`config.mk`:
```
export PLATFORM = sky130hd
export DESIGN_NAME = fmtinq_core
export DESIGN_NICKNAME = d
export VERILOG_FILES = /design/src/rtl/fmtinq_pkg.sv /design/src/rtl/inq_rom_if.sv /design/src/rtl/inq_rom.sv /design/src/rtl/fmtinq_core.sv
export VERILOG_INCLUDE_DIRS = /design/src /design/src/rtl
export SDC_FILE = /design/constraint.sdc
export NUM_CORES = 1
export LEC_CHECK = 0
export ABC_CLOCK_PERIOD_IN_PS = 4700
export BUFFER_PORTS_ARGS = -buffer_cell sky130_fd_sc_hd__buf_2
export CAP_MARGIN = 10
export CORE_MARGIN = 3
export CORE_UTILIZATION = 60
export CTS_CLUSTER_DIAMETER = 80
export DETAILED_ROUTE_END_ITERATION = 16
export GPL_ROUTABILITY_DRIVEN = 0
export PLACE_DENSITY = 0.76
export REMOVE_ABC_BUFFERS = 1
export SLEW_MARGIN = 20
export SYNTH_ARGS = -nofsm -noshare
export SYNTH_HDL_FRONTEND = slang
export SYNTH_HIERARCHICAL = 1
export SYNTH_SLANG_ARGS = --single-unit
```
`constraint.sdc`:
```
create_clock -name pclk -period 4.7 [get_ports pclk]
set_input_delay 0.94 -clock pclk [delete_from_list [all_inputs] [get_ports pclk]]
set_output_delay 0.94 -clock pclk [all_outputs]
set_load 0.05 [all_outputs]
```
`src/rtl/fmtinq_cfg.svh`:
```
// constants for the format check and inquiry command block
`ifndef FMTINQ_CFG_SVH
`define FMTINQ_CFG_SVH
`define OFF_CTRL 12'h000
`define OFF_CDB_LO 12'h004
`define OFF_CDB_HI 12'h008
`define OFF_HDR 12'h00c
`define OFF_DESC_HI 12'h010
`define OFF_DESC_LO 12'h014
`define OFF_EVENT 12'h018
`define OFF_STATUS 12'h01c
`define OFF_SENSE 12'h020
`define OFF_INQ_DATA 12'h024
`define OFF_ID_VENDOR 12'h028
`define OP_INQUIRY 8'h12
`define OP_FORMAT 8'h04
`define INQ_FULL_LEN 8'h24
`define INQ_ADD_LEN 8'h1f
`define INQ_VERSION 8'h01
`define INQ_RESP_FMT 8'h01
`define INQ_SENSE_LEN 8'h12
`define PDT_DISK 8'h00
`define PDT_NO_LUN 8'h7f
`define ASCII_SPACE 8'h20
`define ID_WORD 32'h41424344 // arbitrary value
`define ID_VENDOR_CHAR 8'h56 // arbitrary value
`define ID_PRODUCT_CHAR 8'h50 // arbitrary value
`define ID_REV_CHAR 8'h31 // arbitrary value
`define REMOVABLE_MEDIA_FLAG 1'b0
`define KEY_NONE 4'h0
`define KEY_RECOVERED 4'h1
`define KEY_MEDIUM 4'h3
`define KEY_ILLEGAL 4'h5
`define CODE_NONE 8'h00
`define CODE_BAD_CDB 8'h24
`define CODE_BAD_PARAM 8'h26
`define CODE_LIST_ERR 8'h19
`define CODE_NO_SPARE 8'h32
`define CODE_NO_FACTORY 8'h1c
`define ST_GOOD 8'h00
`define ST_CHECK 8'h02
`define HDR_OPT_VALID 15
`define HDR_SKIP_FACT 14
`define HDR_SKIP_VER 13
`define HDR_HALT 12
`define CDB_FMT_DATA 4
`define CDB_CMP_LIST 3
`define CDB_LIST_FMT_HI 2
`define CDB_LIST_FMT_LO 0
`define LIST_FMT_INDEX 3'h4
`define LIST_FMT_PHYS 3'h5
`define CTRL_GO 0
`define CTRL_FINISH 1
`define CTRL_UA_CLR 2
`define CTRL_UA_SET 3
`define EVENT_DONE 0
`endif

```
`src/rtl/fmtinq_pkg.sv`:
```
// types for the format check and inquiry command block
package fmtinq_pkg;
  typedef enum logic [1:0] {ph_idle, ph_format, ph_inquiry} cmd_phase_t;
  typedef struct packed {
    logic [3:0] key;
    logic [7:0] code;
  } sense_t;
endpackage

```
`src/rtl/inq_rom_if.sv`:
```
// interface between the controller and the inquiry response byte source
interface inq_rom_if;
  logic [5:0] index;
  logic lun_ok;
  logic [7:0] data;
  modport ctrl (output index, output lun_ok, input data);
  modport rom (input index, input lun_ok, output data);
endinterface

```
`src/rtl/inq_rom.sv`:
```
// inquiry response byte source, 36 bytes
`include "fmtinq_cfg.svh"
module inq_rom
  import fmtinq_pkg::*;
(
  inq_rom_if.rom rif
);
  // ***********************************
  // response layout
  // ***********************************
  always_comb begin
    case (rif.index)
      6'd0: rif.data = rif.lun_ok ? `PDT_DISK : `PDT_NO_LUN;
      6'd1: rif.data = {`REMOVABLE_MEDIA_FLAG, 7'h00};
      6'd2: rif.data = `INQ_VERSION;
      6'd3: rif.data = `INQ_RESP_FMT;
      6'd4: rif.data = `INQ_ADD_LEN;
      6'd5: rif.data = `INQ_SENSE_LEN;
      6'd8, 6'd9, 6'd10, 6'd11: rif.data = `ID_VENDOR_CHAR;
      6'd16, 6'd17, 6'd18, 6'd19: rif.data = `ID_PRODUCT_CHAR;
      6'd32, 6'd33, 6'd34, 6'd35: rif.data = `ID_REV_CHAR;
      default: rif.data = (rif.index >= 6'd6 && rif.index <= 6'd7) || rif.index > 6'd35 ? 8'h00 : `ASCII_SPACE;
    endcase
  end
endmodule

```
`src/rtl/fmtinq_core.sv`:
```
// format check and inquiry command interpreter with apb registers
// How it works
// - physical defect descriptor: cylinder bytes 0-2, head byte 3, sector bytes 4-7
// - invalid format mode ends check condition, 05h/24h or 05h/26h
// - halt on list error set: list access failure aborts with 03h/19h
// - too few spares ends format with check condition 03h/32h
// - halt clear: list error continues, ends with recovered 01h/19h
// - options valid clear with any option bit set rejects with 05h/26h
// - halt set, factory list used and missing: 05h/1Ch
// - halt clear, factory list missing: continue, end with 01h/1Ch
// - inquiry under pending unit attention gives good status, attention stays
// - inquiry to nonzero lun still returns data with good status
// - inquiry block six bytes, opcode 12h, allocation length in byte 4; the code reads it from byte 3 (OFF_CDB_HI bits 7:0)
// - allocation length zero sends no data, no error
// - transfer stops at smaller of allocation length and available data
// - full inquiry response is 36 bytes
// - response layout: version 01h, format, length 1Fh, sense length, id fields
// - byte 0 is zero for lun zero, 7Fh otherwise
// - defect list is four byte header then eight byte descriptors
// - halt on list error honoured only with options valid set
//
// The register offsets and the APB slave port were left to the implementer.
`include "fmtinq_cfg.svh"
module fmtinq_core
  import fmtinq_pkg::*;
(
  input wire logic pclk,
  input wire logic presetn,
  input wire logic psel,
  input wire logic penable,
  input wire logic pwrite,
  input wire logic [11:0] paddr,
  input wire logic [31:0] pwdata,
  output logic [31:0] prdata,
  output logic pready,
  output logic pslverr,
  input wire logic list_access_err,
  input wire logic factory_list_missing,
  input wire logic spare_exhausted,
  output logic busy
);
  // ***********************************
  // apb decode
  // ***********************************
  logic wr_en;
  logic rd_en;
  logic mapped;
  assign wr_en = psel && penable && pwrite;
  assign rd_en = psel && penable && !pwrite;
  assign pready = 1'b1;
  always_comb begin
    case (paddr)
      `OFF_CTRL, `OFF_CDB_LO, `OFF_CDB_HI, `OFF_HDR, `OFF_DESC_HI, `OFF_DESC_LO,
      `OFF_EVENT, `OFF_STATUS, `OFF_SENSE, `OFF_INQ_DATA, `OFF_ID_VENDOR: mapped = 1'b1;
      default: mapped = 1'b0;
    endcase
  end
  assign pslverr = psel && penable && !mapped;

  logic [23:0] cdb_lo_q;
  logic [23:0] cdb_hi_q;
  logic [15:0] hdr_q;
  logic [31:0] desc_hi_q;
  logic [31:0] desc_lo_q;
  logic [31:0] prev_hi_q;
  logic [31:0] prev_lo_q;
  logic have_prev_q;
  logic ua_pending_q;
  cmd_phase_t phase_q;
  logic [7:0] status_q;
  logic done_q;
  sense_t sense_q;
  logic list_err_q;
  logic factory_err_q;
  logic [7:0] xfer_left_q;
  logic [5:0] xfer_idx_q;
  logic [7:0] inq_byte_q;
  logic inq_valid_q;
  logic lun_ok_q;

  // ***********************************
  // command block fields
  // ***********************************
  logic [7:0] opcode;
  logic [2:0] cdb_lun;
  logic [7:0] alloc_len;
  logic [7:0] fmt_b1;
  logic options_valid_flag;
  logic skip_factory_list;
  logic skip_verify_pass;
  logic halt_on_list_error;
  assign opcode = cdb_lo_q[7:0];
  assign fmt_b1 = cdb_lo_q[15:8];
  assign cdb_lun = cdb_lo_q[15:13];
  assign alloc_len = cdb_hi_q[7:0];
  assign options_valid_flag = hdr_q[`HDR_OPT_VALID];
  assign skip_factory_list = options_valid_flag && hdr_q[`HDR_SKIP_FACT];
  assign skip_verify_pass = hdr_q[`HDR_SKIP_VER];
  assign halt_on_list_error = options_valid_flag && hdr_q[`HDR_HALT];

  function automatic logic [7:0] min_len(input logic [7:0] a);
    min_len = a < `INQ_FULL_LEN ? a : `INQ_FULL_LEN;
  endfunction

  function automatic logic fmt_mode_bad(input logic [7:0] b1);
    fmt_mode_bad = b1[`CDB_FMT_DATA] &&
      (b1[`CDB_LIST_FMT_HI:`CDB_LIST_FMT_LO] != `LIST_FMT_INDEX) &&
      (b1[`CDB_LIST_FMT_HI:`CDB_LIST_FMT_LO] != `LIST_FMT_PHYS);
  endfunction

  // ***********************************
  // command start and unit attention
  // ***********************************
  logic go;
  logic desc_wr;
  logic finish;
  logic [7:0] first_len;
  assign go = wr_en && paddr == `OFF_CTRL && pwdata[`CTRL_GO] && phase_q == ph_idle;
  assign desc_wr = wr_en && paddr == `OFF_DESC_LO && phase_q == ph_format;
  assign finish = wr_en && paddr == `OFF_CTRL && pwdata[`CTRL_FINISH] && phase_q == ph_format;
  assign first_len = min_len(alloc_len);
  assign busy = phase_q != ph_idle;

  always_ff @(posedge pclk or negedge presetn) begin
    if (!presetn) begin
      ua_pending_q <= 1'b1;
    end else if (wr_en && paddr == `OFF_CTRL && pwdata[`CTRL_UA_CLR]) begin
      ua_pending_q <= 1'b0;
    end else if (wr_en && paddr == `OFF_CTRL && pwdata[`CTRL_UA_SET]) begin
      ua_pending_q <= 1'b1;
    end
  end

  always_ff @(posedge pclk or negedge presetn) begin
    if (!presetn) begin
      cdb_lo_q <= 24'h0;
      cdb_hi_q <= 24'h0;
      hdr_q <= 16'h0;
      desc_hi_q <= 32'h0;
      desc_lo_q <= 32'h0;
    end else if (wr_en) begin
      if (paddr == `OFF_CDB_LO && phase_q == ph_idle) cdb_lo_q <= pwdata[23:0];
      if (paddr == `OFF_CDB_HI && phase_q == ph_idle) cdb_hi_q <= pwdata[23:0];
      if (paddr == `OFF_HDR && phase_q == ph_idle) hdr_q <= pwdata[15:0];
      if (paddr == `OFF_DESC_HI) desc_hi_q <= pwdata;
      if (paddr == `OFF_DESC_LO) desc_lo_q <= pwdata;
    end
  end

  // ***********************************
  // defect order check
  // ***********************************
  logic desc_out_of_order;
  assign desc_out_of_order = have_prev_q && ({desc_hi_q, pwdata} <= {prev_hi_q, prev_lo_q});
  always_ff @(posedge pclk or negedge presetn) begin
    if (!presetn) begin
      prev_hi_q <= 32'h0;
      prev_lo_q <= 32'h0;
      have_prev_q <= 1'b0;
    end else if (go) begin
      have_prev_q <= 1'b0;
    end else if (desc_wr) begin
      prev_hi_q <= desc_hi_q;
      prev_lo_q <= pwdata;
      have_prev_q <= 1'b1;
    end
  end

  // ***********************************
  // format outcome
  // ***********************************
  logic fmt_reject;
  logic fmt_halt;
  logic fmt_list_ev;
  logic fmt_fact_ev;
  assign fmt_reject = fmt_mode_bad(fmt_b1) ||
    (!options_valid_flag && (hdr_q[`HDR_SKIP_FACT] || skip_verify_pass || hdr_q[`HDR_HALT]));
  assign fmt_list_ev = list_access_err || desc_out_of_order && desc_wr;
  assign fmt_fact_ev = factory_list_missing && !skip_factory_list;
  assign fmt_halt = halt_on_list_error && (fmt_list_ev || fmt_fact_ev) || spare_exhausted;

  always_ff @(posedge pclk or negedge presetn) begin
    if (!presetn) begin
      list_err_q <= 1'b0;
      factory_err_q <= 1'b0;
    end else if (go) begin
      list_err_q <= 1'b0;
      factory_err_q <= 1'b0;
    end else if (phase_q == ph_format) begin
      if (fmt_list_ev) list_err_q <= 1'b1;
      if (fmt_fact_ev) factory_err_q <= 1'b1;
    end
  end

  always_ff @(posedge pclk or negedge presetn) begin
    if (!presetn) begin
      phase_q <= ph_idle;
      status_q <= `ST_GOOD;
      sense_q <= '{key: `KEY_NONE, code: `CODE_NONE};
      done_q <= 1'b0;
    end else begin
      if (wr_en && paddr == `OFF_EVENT && pwdata[`EVENT_DONE]) done_q <= 1'b0;
      case (phase_q)
        ph_idle: begin
          if (go && opcode == `OP_INQUIRY) begin
            phase_q <= ph_inquiry;
            status_q <= `ST_GOOD;
          end else if (go && opcode == `OP_FORMAT && fmt_reject) begin
            status_q <= `ST_CHECK;
            sense_q <= '{key: `KEY_ILLEGAL,
                         code: fmt_mode_bad(fmt_b1) ? `CODE_BAD_CDB : `CODE_BAD_PARAM};
            done_q <= 1'b1;
          end else if (go) begin
            phase_q <= ph_format;
          end
        end
        ph_format: begin
          if (fmt_halt) begin
            phase_q <= ph_idle;
            status_q <= `ST_CHECK;
            done_q <= 1'b1;
            if (spare_exhausted) sense_q <= '{key: `KEY_MEDIUM, code: `CODE_NO_SPARE};
            else if (fmt_list_ev) sense_q <= '{key: `KEY_MEDIUM, code: `CODE_LIST_ERR};
            else sense_q <= '{key: `KEY_ILLEGAL, code: `CODE_NO_FACTORY};
          end else if (finish) begin
            phase_q <= ph_idle;
            done_q <= 1'b1;
            if (list_err_q) begin
              status_q <= `ST_CHECK;
              sense_q <= '{key: `KEY_RECOVERED, code: `CODE_LIST_ERR};
            end else if (factory_err_q) begin
              status_q <= `ST_CHECK;
              sense_q <= '{key: `KEY_RECOVERED, code: `CODE_NO_FACTORY};
            end else begin
              status_q <= `ST_GOOD;
            end
          end
        end
        ph_inquiry: begin
          if (xfer_left_q == 8'h0 && !inq_valid_q) begin
            phase_q <= ph_idle;
            done_q <= 1'b1;
          end
        end
        default: phase_q <= ph_idle;
      endcase
    end
  end

  // ***********************************
  // inquiry data transfer
  // ***********************************
  inq_rom_if rif ();
  inq_rom u_rom (.rif(rif.rom));
  assign rif.index = xfer_idx_q;
  assign rif.lun_ok = lun_ok_q;
  logic inq_pop;
  assign inq_pop = rd_en && paddr == `OFF_INQ_DATA && inq_valid_q;

  always_ff @(posedge pclk or negedge presetn) begin
    if (!presetn) begin
      xfer_left_q <= 8'h0;
      xfer_idx_q <= 6'h0;
      inq_byte_q <= 8'h0;
      inq_valid_q <= 1'b0;
      lun_ok_q <= 1'b1;
    end else if (go && opcode == `OP_INQUIRY) begin
      xfer_left_q <= first_len;
      xfer_idx_q <= 6'h0;
      inq_valid_q <= 1'b0;
      lun_ok_q <= cdb_lun == 3'h0;
    end else if (phase_q == ph_inquiry && xfer_left_q != 8'h0 && (!inq_valid_q || inq_pop)) begin
      inq_byte_q <= rif.data;
      inq_valid_q <= 1'b1;
      xfer_idx_q <= xfer_idx_q + 6'h1;
      xfer_left_q <= xfer_left_q - 8'h1;
    end else if (inq_pop) begin
      inq_valid_q <= 1'b0;
    end
  end

  // ***********************************
  // read mux
  // ***********************************
  always_comb begin
    case (paddr)
      `OFF_CDB_LO: prdata = {8'h00, cdb_lo_q};
      `OFF_CDB_HI: prdata = {8'h00, cdb_hi_q};
      `OFF_HDR: prdata = {16'h0000, hdr_q};
      `OFF_DESC_HI: prdata = desc_hi_q;
      `OFF_DESC_LO: prdata = desc_lo_q;
      `OFF_EVENT: prdata = {31'h0, done_q};
      `OFF_STATUS: prdata = {16'h0000, 6'h0, phase_q, status_q};
      `OFF_SENSE: prdata = {20'h00000, sense_q};
      `OFF_INQ_DATA: prdata = {15'h0000, inq_valid_q, xfer_left_q, inq_byte_q};
      `OFF_ID_VENDOR: prdata = `ID_WORD; // arbitrary value
      `OFF_CTRL: prdata = {31'h0, ua_pending_q};
      default: prdata = 32'h0;
    endcase
  end

  // ***********************************
  // checks
  // ***********************************
  property p_ua_kept;
    @(posedge pclk) disable iff (!presetn)
    (phase_q == ph_inquiry && ua_pending_q && !(wr_en && paddr == `OFF_CTRL)) |=> ua_pending_q;
  endproperty
  a_ua_kept: assert property (p_ua_kept) else $error("unit attention lost during inquiry");

  property p_inq_good;
    @(posedge pclk) disable iff (!presetn)
    (go && opcode == `OP_INQUIRY) |=> status_q == `ST_GOOD;
  endproperty
  a_inq_good: assert property (p_inq_good) else $error("inquiry status not good");

  property p_len_cap;
    @(posedge pclk) disable iff (!presetn)
    (go && opcode == `OP_INQUIRY) |=> xfer_left_q <= `INQ_FULL_LEN && xfer_left_q <= $past(alloc_len);
  endproperty
  a_len_cap: assert property (p_len_cap) else $error("inquiry length not truncated");

  property p_zero_len;
    @(posedge pclk) disable iff (!presetn)
    (go && opcode == `OP_INQUIRY && alloc_len == 8'h0) |=> !inq_valid_q [*2];
  endproperty
  a_zero_len: assert property (p_zero_len) else $error("data sent with zero allocation");

  property p_fov_reject;
    @(posedge pclk) disable iff (!presetn)
    (go && opcode == `OP_FORMAT && !options_valid_flag && hdr_q[`HDR_HALT] && !fmt_mode_bad(fmt_b1))
      |=> status_q == `ST_CHECK && sense_q.code == `CODE_BAD_PARAM && phase_q == ph_idle;
  endproperty
  a_fov_reject: assert property (p_fov_reject) else $error("options valid fault not rejected");

  property p_spare;
    @(posedge pclk) disable iff (!presetn)
    (phase_q == ph_format && spare_exhausted) |=> sense_q.key == `KEY_MEDIUM && sense_q.code == `CODE_NO_SPARE;
  endproperty
  a_spare: assert property (p_spare) else $error("spare exhaustion sense wrong");

  property p_halt_list;
    @(posedge pclk) disable iff (!presetn)
    (phase_q == ph_format && halt_on_list_error && list_access_err && !spare_exhausted)
      |=> phase_q == ph_idle && sense_q.code == `CODE_LIST_ERR && sense_q.key == `KEY_MEDIUM;
  endproperty
  a_halt_list: assert property (p_halt_list) else $error("halt on list error not honoured");

  property p_recov_list;
    @(posedge pclk) disable iff (!presetn)
    (phase_q == ph_format && list_err_q && finish && !fmt_halt) |=> sense_q.key == `KEY_RECOVERED;
  endproperty
  a_recov_list: assert property (p_recov_list) else $error("recovered list error missing");

  property p_pdt;
    @(posedge pclk) disable iff (!presetn)
    (phase_q == ph_inquiry && xfer_idx_q == 6'h0 && xfer_left_q != 8'h0 && !inq_valid_q)
      |=> inq_byte_q == (lun_ok_q ? `PDT_DISK : `PDT_NO_LUN);
  endproperty
  a_pdt: assert property (p_pdt) else $error("device type byte wrong");
endmodule

```
# ---- After elaboration in Yosys (flattened, before gate mapping)
# Index checks and enable logic that the tools add are counted.
# Widths: inputs -> output; s select.
dict set report totals {
  register_bits 243
  latch_bits 0
  rom_bits 0
  memories 0
  in_bits 52
  wordCells 206
  ram_bits 0
}
dict set report op_classes {
  magnitude_cmp 5
  n_div 0
  mul 0
  n_bitwise 2
  eq_ne 41
  n_mux 54
  reduce_logical 81
  addsub 2
  n_shift 0
}
# operator count
set op_table {}
lappend op_table {{$pmux 32 s11} 1}
lappend op_table {{$mux 12} 6}
lappend op_table {{$le 64x64->1} 1}
lappend op_table {{$pmux 8 s8} 1}
lappend op_table {{$mux 8} 7}
lappend op_table {{$eq 12x5->1 const B} 4}
lappend op_table {{$eq 12x6->1 const B} 3}
lappend op_table {{$logic_and 1x1->1} 36}
lappend op_table {{$eq 12x4->1 const B} 2}
lappend op_table {{$eq 6x4->1 const B} 4}
lappend op_table {{$eq 6x5->1 const B} 4}
lappend op_table {{$eq 6x6->1 const B} 4}
lappend op_table {{$pmux 12 s2} 1}
lappend op_table {{$mux 11} 2}
lappend op_table {{$mux 1} 20}
lappend op_table {{$mux 2} 9}
lappend op_table {{$mux 6} 3}
lappend op_table {{$reduce_and 2->1} 9}
lappend op_table {{$pmux 8 s2} 1}
lappend op_table {{$reduce_bool 2->1} 8}
lappend op_table {{$eq 12x3->1 const B} 1}
lappend op_table {{$eq 6x2->1 const B} 2}
lappend op_table {{$eq 6x3->1 const B} 2}
lappend op_table {{$logic_not 12->1} 1}
lappend op_table {{other kinds (35)} 53}

# ---- Logic depth before layout (Yosys ltp)
dict set report logic_depth {
  ltp_word 11
  depth_mapped 11
}

# ---- Cells and area by module
# Netlist, hierarchy kept.
# module seq_area_each_um2 area_each_um2 cells_each n_inst
set modules_own_cells {}
lappend modules_own_cells {fmtinq_core 5833.1 11692.5 1101 1}
lappend modules_own_cells {inq_rom 0.0 207.7 30 1}

# ---- Worst setup path after synthesis
# Ideal clock, no wire load.
dict set report synth_timing {
  kind {input to output}
  startpoint {input port paddr[7]}
  endpoint {output port prdata[0]}
  path_stages 9
  path_slack_ns 0.823
  arrival_time_ns 2.937
  required_ns 3.760
  path_cell_list {nor4_4 > nand2_1 > nor2_1 > nand2_1 > nor3_1 > clkbuf_1 > clkbuf_1 > a22oi_1 > nand2_1}
}
dict set report synth_via {
  elab_chain_len 2
}
# element line
set synth_lines {}
lappend synth_lines {{from (decl)} fmtinq_core.sv:32} ;# input wire logic [11:0] paddr,
lappend synth_lines {{$eq 12x6->1 (tied with other cells)} fmtinq_core.sv:286} ;# case (paddr)
lappend synth_lines {{$pmux 32 s11 (*)} fmtinq_core.sv:286}
lappend synth_lines {{to (decl)} fmtinq_core.sv:34} ;# output logic [31:0] prdata,
# Mark *: on every way between the ends. The rest lies on a longest branch, timed or not.

# ---- Final worst setup path
dict set report layout_timing {
  startpoint {input port paddr[11]}
  endpoint {output port prdata[1]}
}
# Same word-level chain as after synthesis.

==> results.yml <==
pwr:
  p_per_area_nw_per_um2: 319
  p_leak_nw: 6.94
  ir_worst_vdd_mv: 0.303
  p_seq_share_pct: 46.4
  total_power_mw: 4.33
  p_sw_share_pct: 21.0
  power_switching_mw: 0.911
  p_int_mw: 3.42
  power_frac_comb_pct: 3.2
  p_clk_share_pct: 50.3
grt:
  grt_pass1_wl_mm: 49.5
  grt_pass1_vias: 9099
  antenna_found_initial: 0
  grtUsageTotal_pct: 28.4
  grt-ovfl-total: 0
  grt_max_degree: 117
timing:
  setup_viol: 0
  clock_skew_ps: 14.9
  hold_violations: 0
  setup_tns_ps: 0
  slew-limit-headroom_pct: 24.1
  fmax_mhz: 249
  rsz0062_at_grt: "no"
  min_period_ps: 4010
  hold_ws_ps: 463
  worstMarginPinSlew_ps: 1130
  post-route-period-util_pct: 85.3
  slew_violations: 0
run_status:
  status: "completed"
yosys:
  ys.flop_type: "dfrtp_1"
  synth-seq-area-share_pct: 49.0
  synth_edf_count: 0
  ys_seq_elements: 233
  avgSynthCellArea_um2: 10.5
  yosysTopAreaCell: "dfrtp_1"
  async_reset_ff_share_pct: 100
  synthTopCellsByArea: "dfrtp_1 (49%), mux2_2 (12%), ha_1 (7.0%), nand2_1 (4.2%), o21ai_0 (3.8%)"
  synth_area_um2: 11900
  synth_top_area_share_pct: 48.6
  synth_common_cells: "dfrtp_1 (231), nand2_1 (134), mux2_2 (127)"
  ys_warn_count: 6
  synthCells: 1131
  synth.distinct_cells: 71
  yosysMostFrequentCell: "dfrtp_1"
routing:
  dr.pass1.iters: 7
  vias: 9132
  ant_nets: 0
  vias_per_cell: 6.13
  wl_per_cell_um: 20.3
  drc_errors: 0
  drt-initial-drc-count: 772
  wirelength_mm: 30.3
clock_network:
  cts_setup_buffers: 0
  numClockSinks: 233
  clk_pin_slew_ps: 60
  postCtsHoldBufs: 0
  htree_levels: 1
  cts_tree: "built"
  clk_latency_ps: 520
  cts_made_buffers: 25
  cts_resized: 0
  clockRootBuffer: "clkbuf_16"
  max-clock-path-buffers: 3
setup_path:
  end_kind: "output port"
  cp_max_fo: 16
  worst-path-buf-inv: 3
  crit_path_max_incr_delay_ps: 370
  crit_type: "in -> out"
  critical_path.top_delay_family: "simple AND/OR/NAND/NOR gates"
  startpoint_type: "primary input"
  cpMaxStageDelayCell: "nor4_4"
  worstPathRequired_ps: 3760
  worstPathCellList: "buf_2 -> nor4_4 -> nand2_1 -> nor2_1 -> nand2_1 -> nor3_2 -> buf_4 -> a22o_1 -> a221oi_1 -> nand3_1 -> buf_2"
  worstPathArrival_ps: 3070
placement:
  port_buffers: 85
  hpwl_mm: 20.8
hold_path:
  hold_class: "reg -> reg"
die:
  io_pins: 87
  chipHeight_um: 147
  dieArea_um2: 21600
  rows: 50
  core_um2: 19100
  start_util_pct: 62.4
  die_width_um: 147
finish:
  syn_to_final_growth_pct: 14.1
  drive_above_1_share_pct: 24.9
  multi_input_area_um2: 5570
  nets: 1331
  finalCoreUtilization_pct: 71.1
  register_area_um2: 5830
  diodes: 0
  fillers: 1394
flow_run:
  maxCapViolCount: 0
## logic make-up (layout without fill, tap and decap cells)
kind of cell	after synthesis	after routing	share of synthesized area, %
other	2	2	0.0631
buffers and inverters	133	232	4.41
flip-flops	233	233	49.0
AND/OR/NAND/NOR	295	295	11.9
XOR/XNOR	7	7	0.515
adder cells (fa/ha/maj)	67	67	7.04
multiplexers	134	134	12.7
AO/OA/AOI/OAI	260	260	14.3
## cell type report
class	count	area share [%]
flip-flops and latches	233	43.0
inverters	78	2.16
clock inverters	17	1.94
well taps	260	2.40
repair buffers	109	4.72
clock buffers	28	4.76
multi-input cells	765	41.1
## flip-flops by register name, indices dropped and copies added, names as in the netlist, 2 cells and up
| name | count |
|---|---|
| cdb_hi_q | 24 |
| cdb_lo_q | 24 |
| desc_hi_q | 32 |
| desc_lo_q | 32 |
| hdr_q | 16 |
| inq_byte_q | 8 |
| phase_q | 2 |
| prev_hi_q | 32 |
| prev_lo_q | 32 |
| rif.index | 6 |
| sense_q | 9 |
| xfer_left_q | 8 |
## routing by layer
layer	up-vias	routed length, um	GRT usage (%)
met5	-	0	0
met1	4516	13400	40.0
met4	0	873	8.37
met3	71	1930	4.78
met2	321	14100	45.7
li1	4224	-	-
## worst reg2reg max path: stages, from the launching register on
cell and delay [ps]:
dfrtp_1 420, ha_1 340, nand4_1 220, nor4_1 590
nand4_1 220, nor3_2 270, nor4_1 80, a211o_1 340
a21o_1 260, a31oi_4 400, mux2_4 340
## per-stage QoR
stage | instance area [um^2] | setup slack [ps] | cells
floorplan | 11700 | -2730 | 1076
finish | 13600 | 691 | 1490
global route | 13600 | 557 | 1490
CTS | 13600 | 735 | 1490
global placement | 12700 | 702 | 1445
detailed placement | 12700 | 671 | 1445
## path summary, 6_finish.rpt
path | depth (start not counted) | slack, ps | end | from
hold reg to reg | 1 | 460 | lun_ok_q$_DFFE_PN1P_ | cdb_lo_q[15]$_DFFE_PN0P_
hold / removal | 1 | 460 | lun_ok_q$_DFFE_PN1P_ | cdb_lo_q[15]$_DFFE_PN0P_
max in group asynchronous | 2 | 3250 | prev_lo_q[10]$_DFFE_PN0P_ | presetn
setup reg to reg | 10 | 1090 | sense_q[3]$_DFFE_PN0P_ | desc_hi_q[3]$_DFFE_PN0P_
min in group asynchronous | 1 | 510 | rif.index[2]$_DFFE_PN0P_ | presetn
setup / recovery | 11 | 690 | prdata[1] | paddr[11]
## layout by cell type, fill, tap and decap left out, types with 25 or more instances in the layout
| cell type | Yosys | final |
|---|---|---|
| ha_1 | 67 | 67 |
| nor2_1 | 48 | 46 |
| a22oi_1 | 44 | 44 |
| dfrtp_1 | 231 | 231 |
| o21ai_0 | 91 | 91 |
| a21oi_1 | 44 | 44 |
| nand3_1 | 27 | 27 |
| clkbuf_16 | 0 | 25 |
| inv_1 | 78 | 78 |
| buf_2 | 5 | 84 |
| nand2_1 | 134 | 133 |
| mux2_2 | 127 | 127 |
## power by group through the flow
stage	sequential (mW)	combinational (mW)	clock, mW
floorplan	2.05	0.0337	0
global placement	2.05	0.139	0
detailed placement	2.05	0.141	0
CTS	2.01	0.142	2.20
global route	2.01	0.157	2.29
finish	2.01	0.140	2.18
Note: power is estimated with default switching activity, not from simulation.
